## src/common/csbx_pkg.sv

```systemverilog
package csbx_pkg;

    localparam int DATA_W = 8;
    localparam int BIT_SEL_W = 3;
    localparam int NIB_W = 4;
    localparam int MSB = 7;
    localparam int NIB_MSB = 3;
    localparam logic [7:0] BYTE_ONES = 8'hFF;
    localparam logic [7:0] BYTE_ZERO = 8'h00;
    localparam logic [7:0] BYTE_ONE = 8'h01;
    // Cycles taken by a skip instruction, the dummy slot included
    localparam logic [1:0] SKIP_CYCLES = 2'h2;

    typedef enum logic [4:0] {
        CSBX_OP_NOP = 5'h00,
        CSBX_OP_RRC_ACC = 5'h01,
        CSBX_OP_SUB_BORROW = 5'h02,
        CSBX_OP_SUB_BORROW_MEM = 5'h03,
        CSBX_OP_SUB = 5'h04,
        CSBX_OP_SUB_MEM = 5'h05,
        CSBX_OP_DEC_SKIP = 5'h06,
        CSBX_OP_DEC_SKIP_ACC = 5'h07,
        CSBX_OP_INC_SKIP = 5'h08,
        CSBX_OP_INC_SKIP_ACC = 5'h09,
        CSBX_OP_SET_BYTE = 5'h0A,
        CSBX_OP_SET_BIT = 5'h0B,
        CSBX_OP_SKIP_NZ = 5'h0C,
        CSBX_OP_SKIP_NZ_BIT = 5'h0D,
        CSBX_OP_SWAP = 5'h0E,
        CSBX_OP_SWAP_ACC = 5'h0F,
        CSBX_OP_SKIP_Z = 5'h10,
        CSBX_OP_SKIP_Z_MOVE = 5'h11,
        CSBX_OP_SKIP_Z_BIT = 5'h12
    } csbx_op_e;

    typedef struct packed {
        logic carry;
        logic zero;
        logic aux_carry_flag;
        logic overflow_flag;
        logic signed_carry_flag;
        logic carry_zero_flag;
    } csbx_flags_s;

    typedef struct packed {
        csbx_op_e op;
        logic use_imm;
        logic [7:0] imm;
        logic [2:0] bit_sel;
    } csbx_instr_s;

    typedef enum logic [1:0] {
        CSBX_ST_EXEC = 2'b01,
        CSBX_ST_DUMMY = 2'b10
    } csbx_state_e;

endpackage

```

## src/verilog/csbx_subtractor.sv

```systemverilog
`timescale 1ns/100ps
`default_nettype none
module csbx_subtractor (
    input wire logic [7:0] minuend_i, // Accumulator
    input wire logic [7:0] subtrahend_i, // Memory byte or immediate
    input wire logic borrow_in_i, // High when a borrow is pulled in
    input wire logic old_zero_i, // Zero flag before the operation
    input wire logic chain_i, // High for borrow-chained form
    output logic [7:0] diff_o, // Result byte
    output csbx_pkg::csbx_flags_s flags_o // Flags from the result
);
    logic [8:0] full;
    logic [4:0] low;
    logic [8:0] sext;

    always_comb begin
        full = {1'b0, minuend_i} - {1'b0, subtrahend_i} - {8'h00, borrow_in_i};
        low = {1'b0, minuend_i[csbx_pkg::NIB_MSB:0]}
            - {1'b0, subtrahend_i[csbx_pkg::NIB_MSB:0]} - {4'h0, borrow_in_i};
        sext = {minuend_i[csbx_pkg::MSB], minuend_i}
            - {subtrahend_i[csbx_pkg::MSB], subtrahend_i} - {8'h00, borrow_in_i};
        diff_o = full[csbx_pkg::MSB:0];
        flags_o.carry = ~full[csbx_pkg::DATA_W];
        flags_o.zero = (full[csbx_pkg::MSB:0] == csbx_pkg::BYTE_ZERO);
        flags_o.aux_carry_flag = ~low[csbx_pkg::NIB_W];
        flags_o.overflow_flag = sext[csbx_pkg::DATA_W] ^ sext[csbx_pkg::MSB];
        // Sign of the true result, overflow corrected
        flags_o.signed_carry_flag = sext[csbx_pkg::DATA_W];
        // Chained zero keeps multi-byte results honest
        flags_o.carry_zero_flag = chain_i ? (flags_o.zero & old_zero_i) : flags_o.zero;
    end
endmodule // csbx_subtractor
`default_nettype wire

```

## src/verilog/csbx_bitops.sv

```systemverilog
`timescale 1ns/100ps
`default_nettype none
module csbx_bitops (
    input wire logic [7:0] mem_i, // Memory byte
    input wire logic carry_i, // Carry flag
    input wire logic [2:0] bit_sel_i, // Selected bit
    output logic [7:0] rrc_o, // Rotate right through carry
    output logic rrc_carry_o, // Carry out of the rotate
    output logic [7:0] swap_o, // Nibble swap
    output logic [7:0] set_bit_o, // Byte with selected bit set
    output logic bit_val_o // Selected bit value
);
    function automatic logic [7:0] bit_mask(input logic [2:0] sel);
        bit_mask = csbx_pkg::BYTE_ONE << sel;
    endfunction

    always_comb begin
        rrc_o = {carry_i, mem_i[csbx_pkg::MSB:1]};
        rrc_carry_o = mem_i[0];
        swap_o = {mem_i[csbx_pkg::NIB_MSB:0], mem_i[csbx_pkg::MSB:csbx_pkg::NIB_W]};
        set_bit_o = mem_i | bit_mask(bit_sel_i);
        bit_val_o = |(mem_i & bit_mask(bit_sel_i));
    end
endmodule // csbx_bitops
`default_nettype wire

```

## src/verilog/csbx_exec.sv

```systemverilog
// Function
// - Rotate memory right through carry into accumulator; memory kept, carry only.
// - Subtract with borrow: acc minus operand minus inverted carry.
// - After subtraction carry is cleared if negative, set otherwise.
// - All subtracts update overflow, zero, aux, carry, signed and carry-zero flags.
// - Plain subtract ignores carry; result to accumulator or memory.
// - Decrement memory, write back, skip when zero; no flags change.
// - Accumulator forms of dec/inc skip write accumulator, memory kept.
// - Increment memory, write back, skip when wrapped to zero; no flags.
// - Conditional skip instructions that skip take two cycles with a dummy slot; otherwise one.
// - Set byte writes all ones, flags untouched.
// - Set bit forces only selected bit to one.
// - Skip if byte, or selected bit, is nonzero; nothing modified.
// - Nibble swap to memory, or to accumulator leaving memory.
// - Skip if memory byte equals zero.
// - Copy memory to accumulator, skip when zero, no flags.
// - Bit test skips when the selected bit is zero.
`timescale 1ns/100ps
`default_nettype none
module csbx_exec (
    input wire logic mclk_i, // Instruction clock
    input wire logic reset_i, // Synchronous reset, active high
    input wire logic issue_i, // Instruction valid this cycle
    input wire csbx_pkg::csbx_instr_s instr_i, // Decoded instruction
    input wire logic [7:0] mem_rd_i, // Addressed memory byte
    output logic [7:0] acc_o, // Accumulator
    output csbx_pkg::csbx_flags_s flags_o, // Status flags
    output logic mem_we_o, // Memory write strobe
    output logic [7:0] mem_wd_o, // Memory write data
    output logic skip_o, // Next instruction is skipped
    output logic busy_o // Dummy slot in progress
);
    logic [7:0] acc_q, acc_d;
    csbx_pkg::csbx_flags_s flags_q, flags_d;
    logic mem_we_q, mem_we_d;
    logic [7:0] mem_wd_q, mem_wd_d;
    logic skip_q, skip_d;
    csbx_pkg::csbx_state_e state_q, state_d;

    logic [7:0] sub_b, diff;
    logic sub_borrow, sub_chain;
    csbx_pkg::csbx_flags_s sub_flags;
    logic [7:0] rrc, swp, setb, dec_v, inc_v;
    logic rrc_c, bitv, accepted;

    always_comb begin
        sub_b = instr_i.use_imm ? instr_i.imm : mem_rd_i;
        sub_chain = (instr_i.op == csbx_pkg::CSBX_OP_SUB_BORROW)
            || (instr_i.op == csbx_pkg::CSBX_OP_SUB_BORROW_MEM);
        sub_borrow = sub_chain & ~flags_q.carry;
        dec_v = mem_rd_i - csbx_pkg::BYTE_ONE;
        inc_v = mem_rd_i + csbx_pkg::BYTE_ONE;
        // New instructions are not taken during the dummy slot
        accepted = issue_i && (state_q == csbx_pkg::CSBX_ST_EXEC);
    end

    csbx_subtractor u_sub (
        .minuend_i(acc_q),
        .subtrahend_i(sub_b),
        .borrow_in_i(sub_borrow),
        .old_zero_i(flags_q.zero),
        .chain_i(sub_chain),
        .diff_o(diff),
        .flags_o(sub_flags)
    );

    csbx_bitops u_bit (
        .mem_i(mem_rd_i),
        .carry_i(flags_q.carry),
        .bit_sel_i(instr_i.bit_sel),
        .rrc_o(rrc),
        .rrc_carry_o(rrc_c),
        .swap_o(swp),
        .set_bit_o(setb),
        .bit_val_o(bitv)
    );

    always_comb begin
        acc_d = acc_q;
        flags_d = flags_q;
        mem_we_d = 1'b0;
        mem_wd_d = mem_wd_q;
        skip_d = 1'b0;
        state_d = state_q;
        case (state_q)
            csbx_pkg::CSBX_ST_DUMMY: begin
                state_d = csbx_pkg::CSBX_ST_EXEC;
            end
            default: begin
                if (accepted) begin
                    case (instr_i.op)
                        csbx_pkg::CSBX_OP_RRC_ACC: begin
                            acc_d = rrc;
                            flags_d.carry = rrc_c;
                        end
                        csbx_pkg::CSBX_OP_SUB_BORROW,
                        csbx_pkg::CSBX_OP_SUB: begin
                            acc_d = diff;
                            flags_d = sub_flags;
                        end
                        csbx_pkg::CSBX_OP_SUB_BORROW_MEM,
                        csbx_pkg::CSBX_OP_SUB_MEM: begin
                            mem_we_d = 1'b1;
                            mem_wd_d = diff;
                            flags_d = sub_flags;
                        end
                        csbx_pkg::CSBX_OP_DEC_SKIP: begin
                            mem_we_d = 1'b1;
                            mem_wd_d = dec_v;
                            skip_d = (dec_v == csbx_pkg::BYTE_ZERO);
                        end
                        csbx_pkg::CSBX_OP_DEC_SKIP_ACC: begin
                            acc_d = dec_v;
                            skip_d = (dec_v == csbx_pkg::BYTE_ZERO);
                        end
                        csbx_pkg::CSBX_OP_INC_SKIP: begin
                            mem_we_d = 1'b1;
                            mem_wd_d = inc_v;
                            skip_d = (inc_v == csbx_pkg::BYTE_ZERO);
                        end
                        csbx_pkg::CSBX_OP_INC_SKIP_ACC: begin
                            acc_d = inc_v;
                            skip_d = (inc_v == csbx_pkg::BYTE_ZERO);
                        end
                        csbx_pkg::CSBX_OP_SET_BYTE: begin
                            mem_we_d = 1'b1;
                            mem_wd_d = csbx_pkg::BYTE_ONES;
                        end
                        csbx_pkg::CSBX_OP_SET_BIT: begin
                            mem_we_d = 1'b1;
                            mem_wd_d = setb;
                        end
                        csbx_pkg::CSBX_OP_SKIP_NZ: begin
                            skip_d = (mem_rd_i != csbx_pkg::BYTE_ZERO);
                        end
                        csbx_pkg::CSBX_OP_SKIP_NZ_BIT: begin
                            skip_d = bitv;
                        end
                        csbx_pkg::CSBX_OP_SWAP: begin
                            mem_we_d = 1'b1;
                            mem_wd_d = swp;
                        end
                        csbx_pkg::CSBX_OP_SWAP_ACC: begin
                            acc_d = swp;
                        end
                        csbx_pkg::CSBX_OP_SKIP_Z: begin
                            skip_d = (mem_rd_i == csbx_pkg::BYTE_ZERO);
                        end
                        csbx_pkg::CSBX_OP_SKIP_Z_MOVE: begin
                            acc_d = mem_rd_i;
                            skip_d = (mem_rd_i == csbx_pkg::BYTE_ZERO);
                        end
                        csbx_pkg::CSBX_OP_SKIP_Z_BIT: begin
                            skip_d = ~bitv;
                        end
                        default: begin
                            acc_d = acc_q;
                        end
                    endcase
                    if (skip_d) begin
                        state_d = csbx_pkg::CSBX_ST_DUMMY;
                    end
                end
            end
        endcase
    end

    always_ff @(posedge mclk_i) begin
        if (reset_i) begin
            acc_q <= csbx_pkg::BYTE_ZERO;
            flags_q <= '0;
            mem_we_q <= 1'b0;
            mem_wd_q <= csbx_pkg::BYTE_ZERO;
            skip_q <= 1'b0;
            state_q <= csbx_pkg::CSBX_ST_EXEC;
        end else begin
            acc_q <= acc_d;
            flags_q <= flags_d;
            mem_we_q <= mem_we_d;
            mem_wd_q <= mem_wd_d;
            skip_q <= skip_d;
            state_q <= state_d;
        end
    end

    always_comb begin
        acc_o = acc_q;
        flags_o = flags_q;
        mem_we_o = mem_we_q;
        mem_wd_o = mem_wd_q;
        skip_o = skip_q;
        busy_o = (state_q == csbx_pkg::CSBX_ST_DUMMY);
    end
endmodule // csbx_exec
`default_nettype wire

```

## config.mk

```make
export PLATFORM = sky130hd
export DESIGN_NAME = csbx_exec
export DESIGN_NICKNAME = d
export VERILOG_FILES = /design/src/common/csbx_pkg.sv /design/src/verilog/csbx_subtractor.sv /design/src/verilog/csbx_bitops.sv /design/src/verilog/csbx_exec.sv
export SDC_FILE = /design/constraint.sdc
export NUM_CORES = 1
export LEC_CHECK = 0
export BUFFER_PORTS_ARGS = -buffer_cell sky130_fd_sc_hd__buf_2
export CORE_MARGIN = 4
export CORE_UTILIZATION = 40
export CTS_CLUSTER_DIAMETER = 100
export DETAILED_ROUTE_END_ITERATION = 10
export SYNTH_ARGS = -nofsm -noshare
export SYNTH_HDL_FRONTEND = slang
export SYNTH_SLANG_ARGS = --single-unit
```

## constraint.sdc

```tcl
create_clock -name mclk_i -period 4.3 [get_ports mclk_i]
set_clock_uncertainty 0.15 [all_clocks]
set_input_delay 0.86 -clock mclk_i [delete_from_list [all_inputs] [get_ports mclk_i]]
set_output_delay 0.86 -clock mclk_i [all_outputs]
set_load 0.02 [all_outputs]
```

After elaboration in Yosys (flattened, before gate mapping)
Cells that the tools add are included.
{"block": "word_totals", "reg_bits": 26, "latchBits": 0, "mem_bits_rw": 0, "mem_bits_ro": 0, "input_bits": 28, "output_inout_bits": 25, "wordCells": 85, "mem_count": 0}
{"block": "classes", "addsub": 8, "n_mul": 0, "n_div": 0, "magnitude_cmp": 0, "n_eq_ne": 20, "shifts": 1, "n_mux": 9, "n_bitwise": 11, "n_reduce_logical": 25}
{"op": "8-bit case mux with 6 select lines", "count": 2}
{"op": "5-bit by 4-bit equality test with 1-bit output (second input constant)", "count": 8}
{"op": "8-bit zero test", "count": 4}
{"op": "5-bit by 3-bit equality test with 1-bit output (second input constant)", "count": 4}
{"op": "8-bit by 8-bit subtractor with 9-bit output", "count": 2}
{"op": "9-bit by 1-bit subtractor with 9-bit output", "count": 2}
{"op": "5-bit equality test (second input constant)", "count": 3}
{"op": "3-bit AND reduction", "count": 4}
{"op": "6-bit nonzero test", "count": 2}
{"op": "2-bit OR reduction", "count": 6}
{"op": "5-bit by 2-bit equality test with 1-bit output (second input constant)", "count": 2}
{"op": "8-bit by 1-bit adder with 8-bit output (second input constant)", "count": 1}
{"op": "8-bit bitwise AND", "count": 1}
{"op": "8-bit 2-to-1 mux", "count": 1}
{"op": "8-bit OR", "count": 1}
{"op": "8-bit nonzero test", "count": 1}
{"op": "8-bit OR reduction", "count": 1}
{"op": "1-bit by 3-bit << shifter with 8-bit output (first input constant)", "count": 1}
{"op": "8-bit by 1-bit subtractor with 8-bit output (second input constant)", "count": 1}
{"op": "7-bit OR reduction", "count": 1}
{"op": "1-bit NOT", "count": 6}
{"op": "1-bit case mux with 6 select lines", "count": 1}
{"op": "5-bit by 1-bit equality test with 1-bit output (second input constant)", "count": 1}
{"op": "4-bit by 4-bit subtractor with 5-bit output", "count": 1}
{"op": "other kinds (13)", "count": 17}

Logic depth before layout (Yosys ltp)
{"block": "depth", "depth_word": 8, "mapped_depth": 14, "mapped_depth_nobuf": 13}

Modules after synthesis
A second synthesis with hierarchy kept.
{"block": "hier_totals", "hier_cells": 456, "hier_area_um2": 3488.3}
{"mod": "csbx_exec", "n_inst": 1, "cells_per_inst": 340, "area_each_um2": 2585.0, "seq_area_each_um2": 520.5}
{"mod": "csbx_subtractor", "n_inst": 1, "cells_per_inst": 80, "area_each_um2": 609.3, "seq_area_each_um2": 0.0}
{"mod": "csbx_bitops", "n_inst": 1, "cells_per_inst": 36, "area_each_um2": 294.0, "seq_area_each_um2": 0.0}

Least setup slack after synthesis
No wires, ideal clock.
{"block": "synth_path", "kind": "input port to flip-flop", "from": "in instr_i[13] in the netlist's numbering", "to": "reg flags_q, in the netlist flags_o[0]", "setup_ns": 0.069, "arrival_time_ns": 3.894, "t_required_ns": 4.081, "setup_slack_ns": 0.187, "path_stages": 13, "n_path_buf": 2, "cell_sequence": "clkbuf_1 buf_1 nand2_1 nor4_1 fa_1 inv_1 fa_1 nand2b_1 a21oi_1 xnor2_1 or4b_1 or4_1 o21ai_1"}
{"block": "synth_between", "elab_chain_cells": 7, "elab_cells_between_ends": 12, "classes_between": "add/sub: 1; eq/ne: 4; mux: 1; bitwise: 2; reduce/logical: 4"}
{"item": "start: declaration", "line_no": "csbx_exec.sv:24", "rtl": "input wire csbx_pkg::csbx_instr_s instr_i,"}
{"item": "5-bit by 2-bit equality test with 1-bit output (on tied branches)", "line_no": "csbx_exec.sv:48, csbx_exec.sv:91, csbx_exec.sv:49"}
{"item": "1-bit logical OR", "line_no": "csbx_exec.sv:49", "rtl": "|| (instr_i.op == csbx_pkg::CSBX_OP_SUB_BORROW_MEM);"}
{"item": "1-bit bitwise AND", "line_no": "csbx_exec.sv:50", "rtl": "sub_borrow = sub_chain & ~flags_q.carry;"}
{"item": "9-bit by 1-bit subtractor with 9-bit output", "line_no": "csbx_subtractor.sv:17", "rtl": "full = {1'b0, minuend_i} - {1'b0, subtrahend_i} - {8'h00, borrow_in_i};"}
{"item": "8-bit zero test", "line_no": "csbx_subtractor.sv:24", "rtl": "flags_o.zero = (full[csbx_pkg::MSB:0] == csbx_pkg::BYTE_ZERO);"}
{"item": "1-bit bitwise AND", "line_no": "csbx_subtractor.sv:30", "rtl": "flags_o.carry_zero_flag = chain_i ? (flags_o.zero & old_zero_i) : flags_o.zero;"}
{"item": "1-bit 2-to-1 mux", "line_no": "csbx_subtractor.sv:30"}
{"item": "end signal: assignment", "line_no": "csbx_exec.sv:178", "rtl": "flags_q <= flags_d;"}
{"item": "end: declaration", "line_no": "csbx_exec.sv:34", "rtl": "csbx_pkg::csbx_flags_s flags_q, flags_d;"}
Parallel ways exist; a longest one is shown, timed or not.
A chain may end at the register's enable or synchronous reset.

Final worst setup path
{"block": "layout_path", "from": "in instr_i[16] in the netlist's numbering", "to": "reg flags_q, in the netlist flags_o[0]"}
The elaborated chain is that of the path after synthesis.

==> qor.yml <==
clk_path_buf_depth: 2
boundaryPins: 53
critical_path_class: "in2reg"
layout-drive-gt1-share_pct: 18.1
cts_resized: 0
worst_hold_slack_ns: 0.307
ys_seq_area_share_pct: 18.4
first_global_vias: 3022
finalCritPeriodShare_pct: 92.7
synth_ff_type: "dfxtp_1"
viasPerCell: 5.85
dpl.hpwl_um: 7130
cp_num_buf_inv: 3
n_antenna_cell: 0
grt_max_degree: 31
worstSkewPairLatency_ns: 0.27
cp_max_fo: 6
postSynthAreaPerCell_um2: 7.11
worst_slack_ns: 0.316
postCtsSetupBuffers: 0
io_buffer_count: 52
die_x_um: 92.0
period_needed_ns: 3.98
via_count: 3119
grt_util_all_layers_pct: 22.4
synthCells: 397
end_kind: "register"
drv_slew: 0
setup-violations-final: 0
die_area_um2: 8470
gr-total-overflow: 0
tns_ns: 0
worstMarginPinSlew_ns: 0.556
cts_made_buffers: 3
cp_top_family: "simple AND/OR/NAND/NOR gates"
critPathRequiredTime_ns: 4.36
dr.pass1.iters: 6
drt.antenna.violating_nets: 0
crit_chain: "buf_2 > inv_1 > nand2_1 > nor4_1 > fa_1 > inv_1 > fa_1 > nand2b_1 > a21oi_1 > xnor2_1 > or4b_1 > or4_1 > o21ai_1"
clock-sinks: 26
fmax_mhz: 251
initial_core_util_pct: 41.3
synth-seq-cells: 26
clk_transition_reported_paths_ns: 0.10
rrSetupSlack_ns: 0.77
placeableCoreArea_um2: 6830
place_ws_ns: 0.0780
wl_per_cell_um: 17.6
dieHeight_um: 92.0
power.leakage_uw: 0.00138
yosys_warnings: 0
drt_iter0_markers: 327
cts_root_buffer: "clkbuf_8"
max-slew-margin-rel_pct: 62.0
cts_tree: "done"
async_reset_ff_share_pct: 0
maxCapViolations: 0
ys_types: 54
rows: 30
cts_max_level: 1
ir_drop_mv: 0.139
place_congestion: 0.903
grt_pass1_wl_um: 15400
drt-total-wl_um: 9380
powerDensity_nw_per_um2: 249
syn2layout_area_growth_pct: 15.1
drc: 0
slowest_delay_ns: 0.52
syn_area_um2: 2820
antenna_found_initial: 0
fillCellCount: 724
rsz0062_at_grt: "false"
cts_hold_buf: 0
startpoint_type: "input port"
finish.net_count: 485
hold_path.class: "reg2reg"
synth_edf_count: 0
slowest_stage: "or4b_1"
status: "finished clean"
critPathArrivalTime_ns: 4.05
syn_nets: 444
hold_viol_final: 0
==> routing by layer <==
layer  track usage [%]  part of all wire, %  wire length, µm  vias up
li1                  -                    -                -     1515
met1              30.4                   45             4200     1467
met2              37.9                   48             4480      123
met3              3.12                  5.8              548       14
met4              4.21                  1.6              146        0
met5                 0                    0                0        -
==> path summary, 6_finish.rpt <==
kind                     from     endpoint  cells after the start
hold / removal    mem_wd_o[7]  mem_wd_o[7]                      2
setup / recovery  instr_i[16]   flags_o[0]                     13
setup reg to reg   flags_o[5]   flags_o[0]                     10
hold reg to reg   mem_wd_o[7]  mem_wd_o[7]                      2
==> final cells by class <==
type | count | area [µm²] | share of cell area, %
inverters | 29 | 109 | 3.35
clock inverters | 1 | 30.0 | 0.924
repair buffers | 63 | 343 | 10.6
multi-input cells | 315 | 2090 | 64.2
well taps | 96 | 120 | 3.70
flip-flops and latches | 26 | 520 | 16.0
clock buffers | 3 | 41.3 | 1.27
==> per-stage QoR <==
stage	util, %	instance area, µm²	std cells	total power, µW
2_1_floorplan	-	2820	397	506
3_3_place_gp	46.5	3180	529	599
3_5_place_dp	46.5	3180	529	602
4_1_cts	47.6	3250	533	813
5_1_grt	47.6	3250	533	867
6_report	47.6	3250	533	808
==> cells by family after synthesis <==
| group | count (synthesis) | share of synthesized area (%) |
|---|---|---|
| mux | 13 | 4.83 |
| buf+inv | 56 | 7.71 |
| simple gates | 159 | 27.8 |
| xor+xnor | 23 | 7.13 |
| flops | 26 | 18.4 |
| fa+ha+maj | 19 | 8.95 |
| compound gates | 101 | 25.1 |
==> sequential cells by signal, summed over array words and instances (netlist names) <==
signal and flops:
state_q 2, mem_we_o 1, acc_o 8, skip_o 1
flags_o 6, mem_wd_o 8
==> worst reg2reg max path, cell delays in order (launching register included) <==
cell and delay, ns:
dfxtp_1 0.37, nor4_1 0.54, fa_1 0.27, inv_1 0.06, fa_1 0.39, nand2b_1 0.18
a21oi_1 0.26, xnor2_1 0.15, or4b_1 0.52, or4_1 0.44, o21ai_1 0.15
==> cells in the final DEF (no fill, tap or decap), drive strengths merged, types with 5 or more instances in the layout <==
| cell | netlist | final |
|---|---|---|
| buf | 6 | 63 |
| nor2 | 48 | 48 |
| nand2 | 42 | 42 |
| inv | 29 | 29 |
| dfxtp | 26 | 26 |
| a21oi | 24 | 24 |
| ha | 17 | 17 |
| xnor2 | 14 | 14 |
| nand3 | 12 | 12 |
| o21ai | 12 | 12 |
| nor3 | 10 | 10 |
| xor2 | 9 | 9 |
| mux2i | 8 | 8 |
| nor2b | 8 | 8 |
| a31oi | 7 | 7 |
| a221oi | 7 | 7 |
| nand3b | 6 | 6 |
| and3 | 6 | 6 |
| a211oi | 6 | 6 |
| mux2 | 5 | 5 |
| nor4 | 5 | 5 |
| a21o | 5 | 5 |
| o221ai | 5 | 5 |
| a2111oi | 5 | 5 |
| or3 | 5 | 5 |
==> cell usage after synthesis, drive strengths merged, types with 2 or more instances <==
cell type	number	area, µm²
nor3b	4	30.0
a211o	2	17.5
a2111oi	5	43.8
o22ai	3	18.8
mux2i	8	80.1
clkbuf	21	78.8
buf	6	30.0
fa	2	40.0
a22oi	3	22.5
nor3	10	50.1
nand2b	4	25.0
a21oi	24	120
nor4	5	31.3
o311ai	2	17.5
nand2	42	158
and4	2	17.5
or3b	2	17.5
a311oi	2	17.5
ha	17	213
inv	29	109
mux2	5	56.3
a31o	2	17.5
xor2	9	78.8
o221ai	5	43.8
and3	6	37.5
a211oi	6	45.0
o41ai	4	35.0
a221oi	7	61.3
nand3	12	60.1
or3	5	36.3
nor2b	8	50.1
a31oi	7	43.8
a32oi	4	35.0
a222oi	2	20.0
dfxtp	26	521
nand3b	6	45.0
nor2	48	188
xnor2	14	123
o21a	2	15.0
o21ai	12	60.1
a21o	5	37.5
==> power breakdown <==
group / total (µW) / internal, µW / switching (µW)
clock network: 208 / 125 / 83.0
registers: 257 / 251 / 6.35
logic: 343 / 133 / 210
Power figures use the tool's default switching activity.
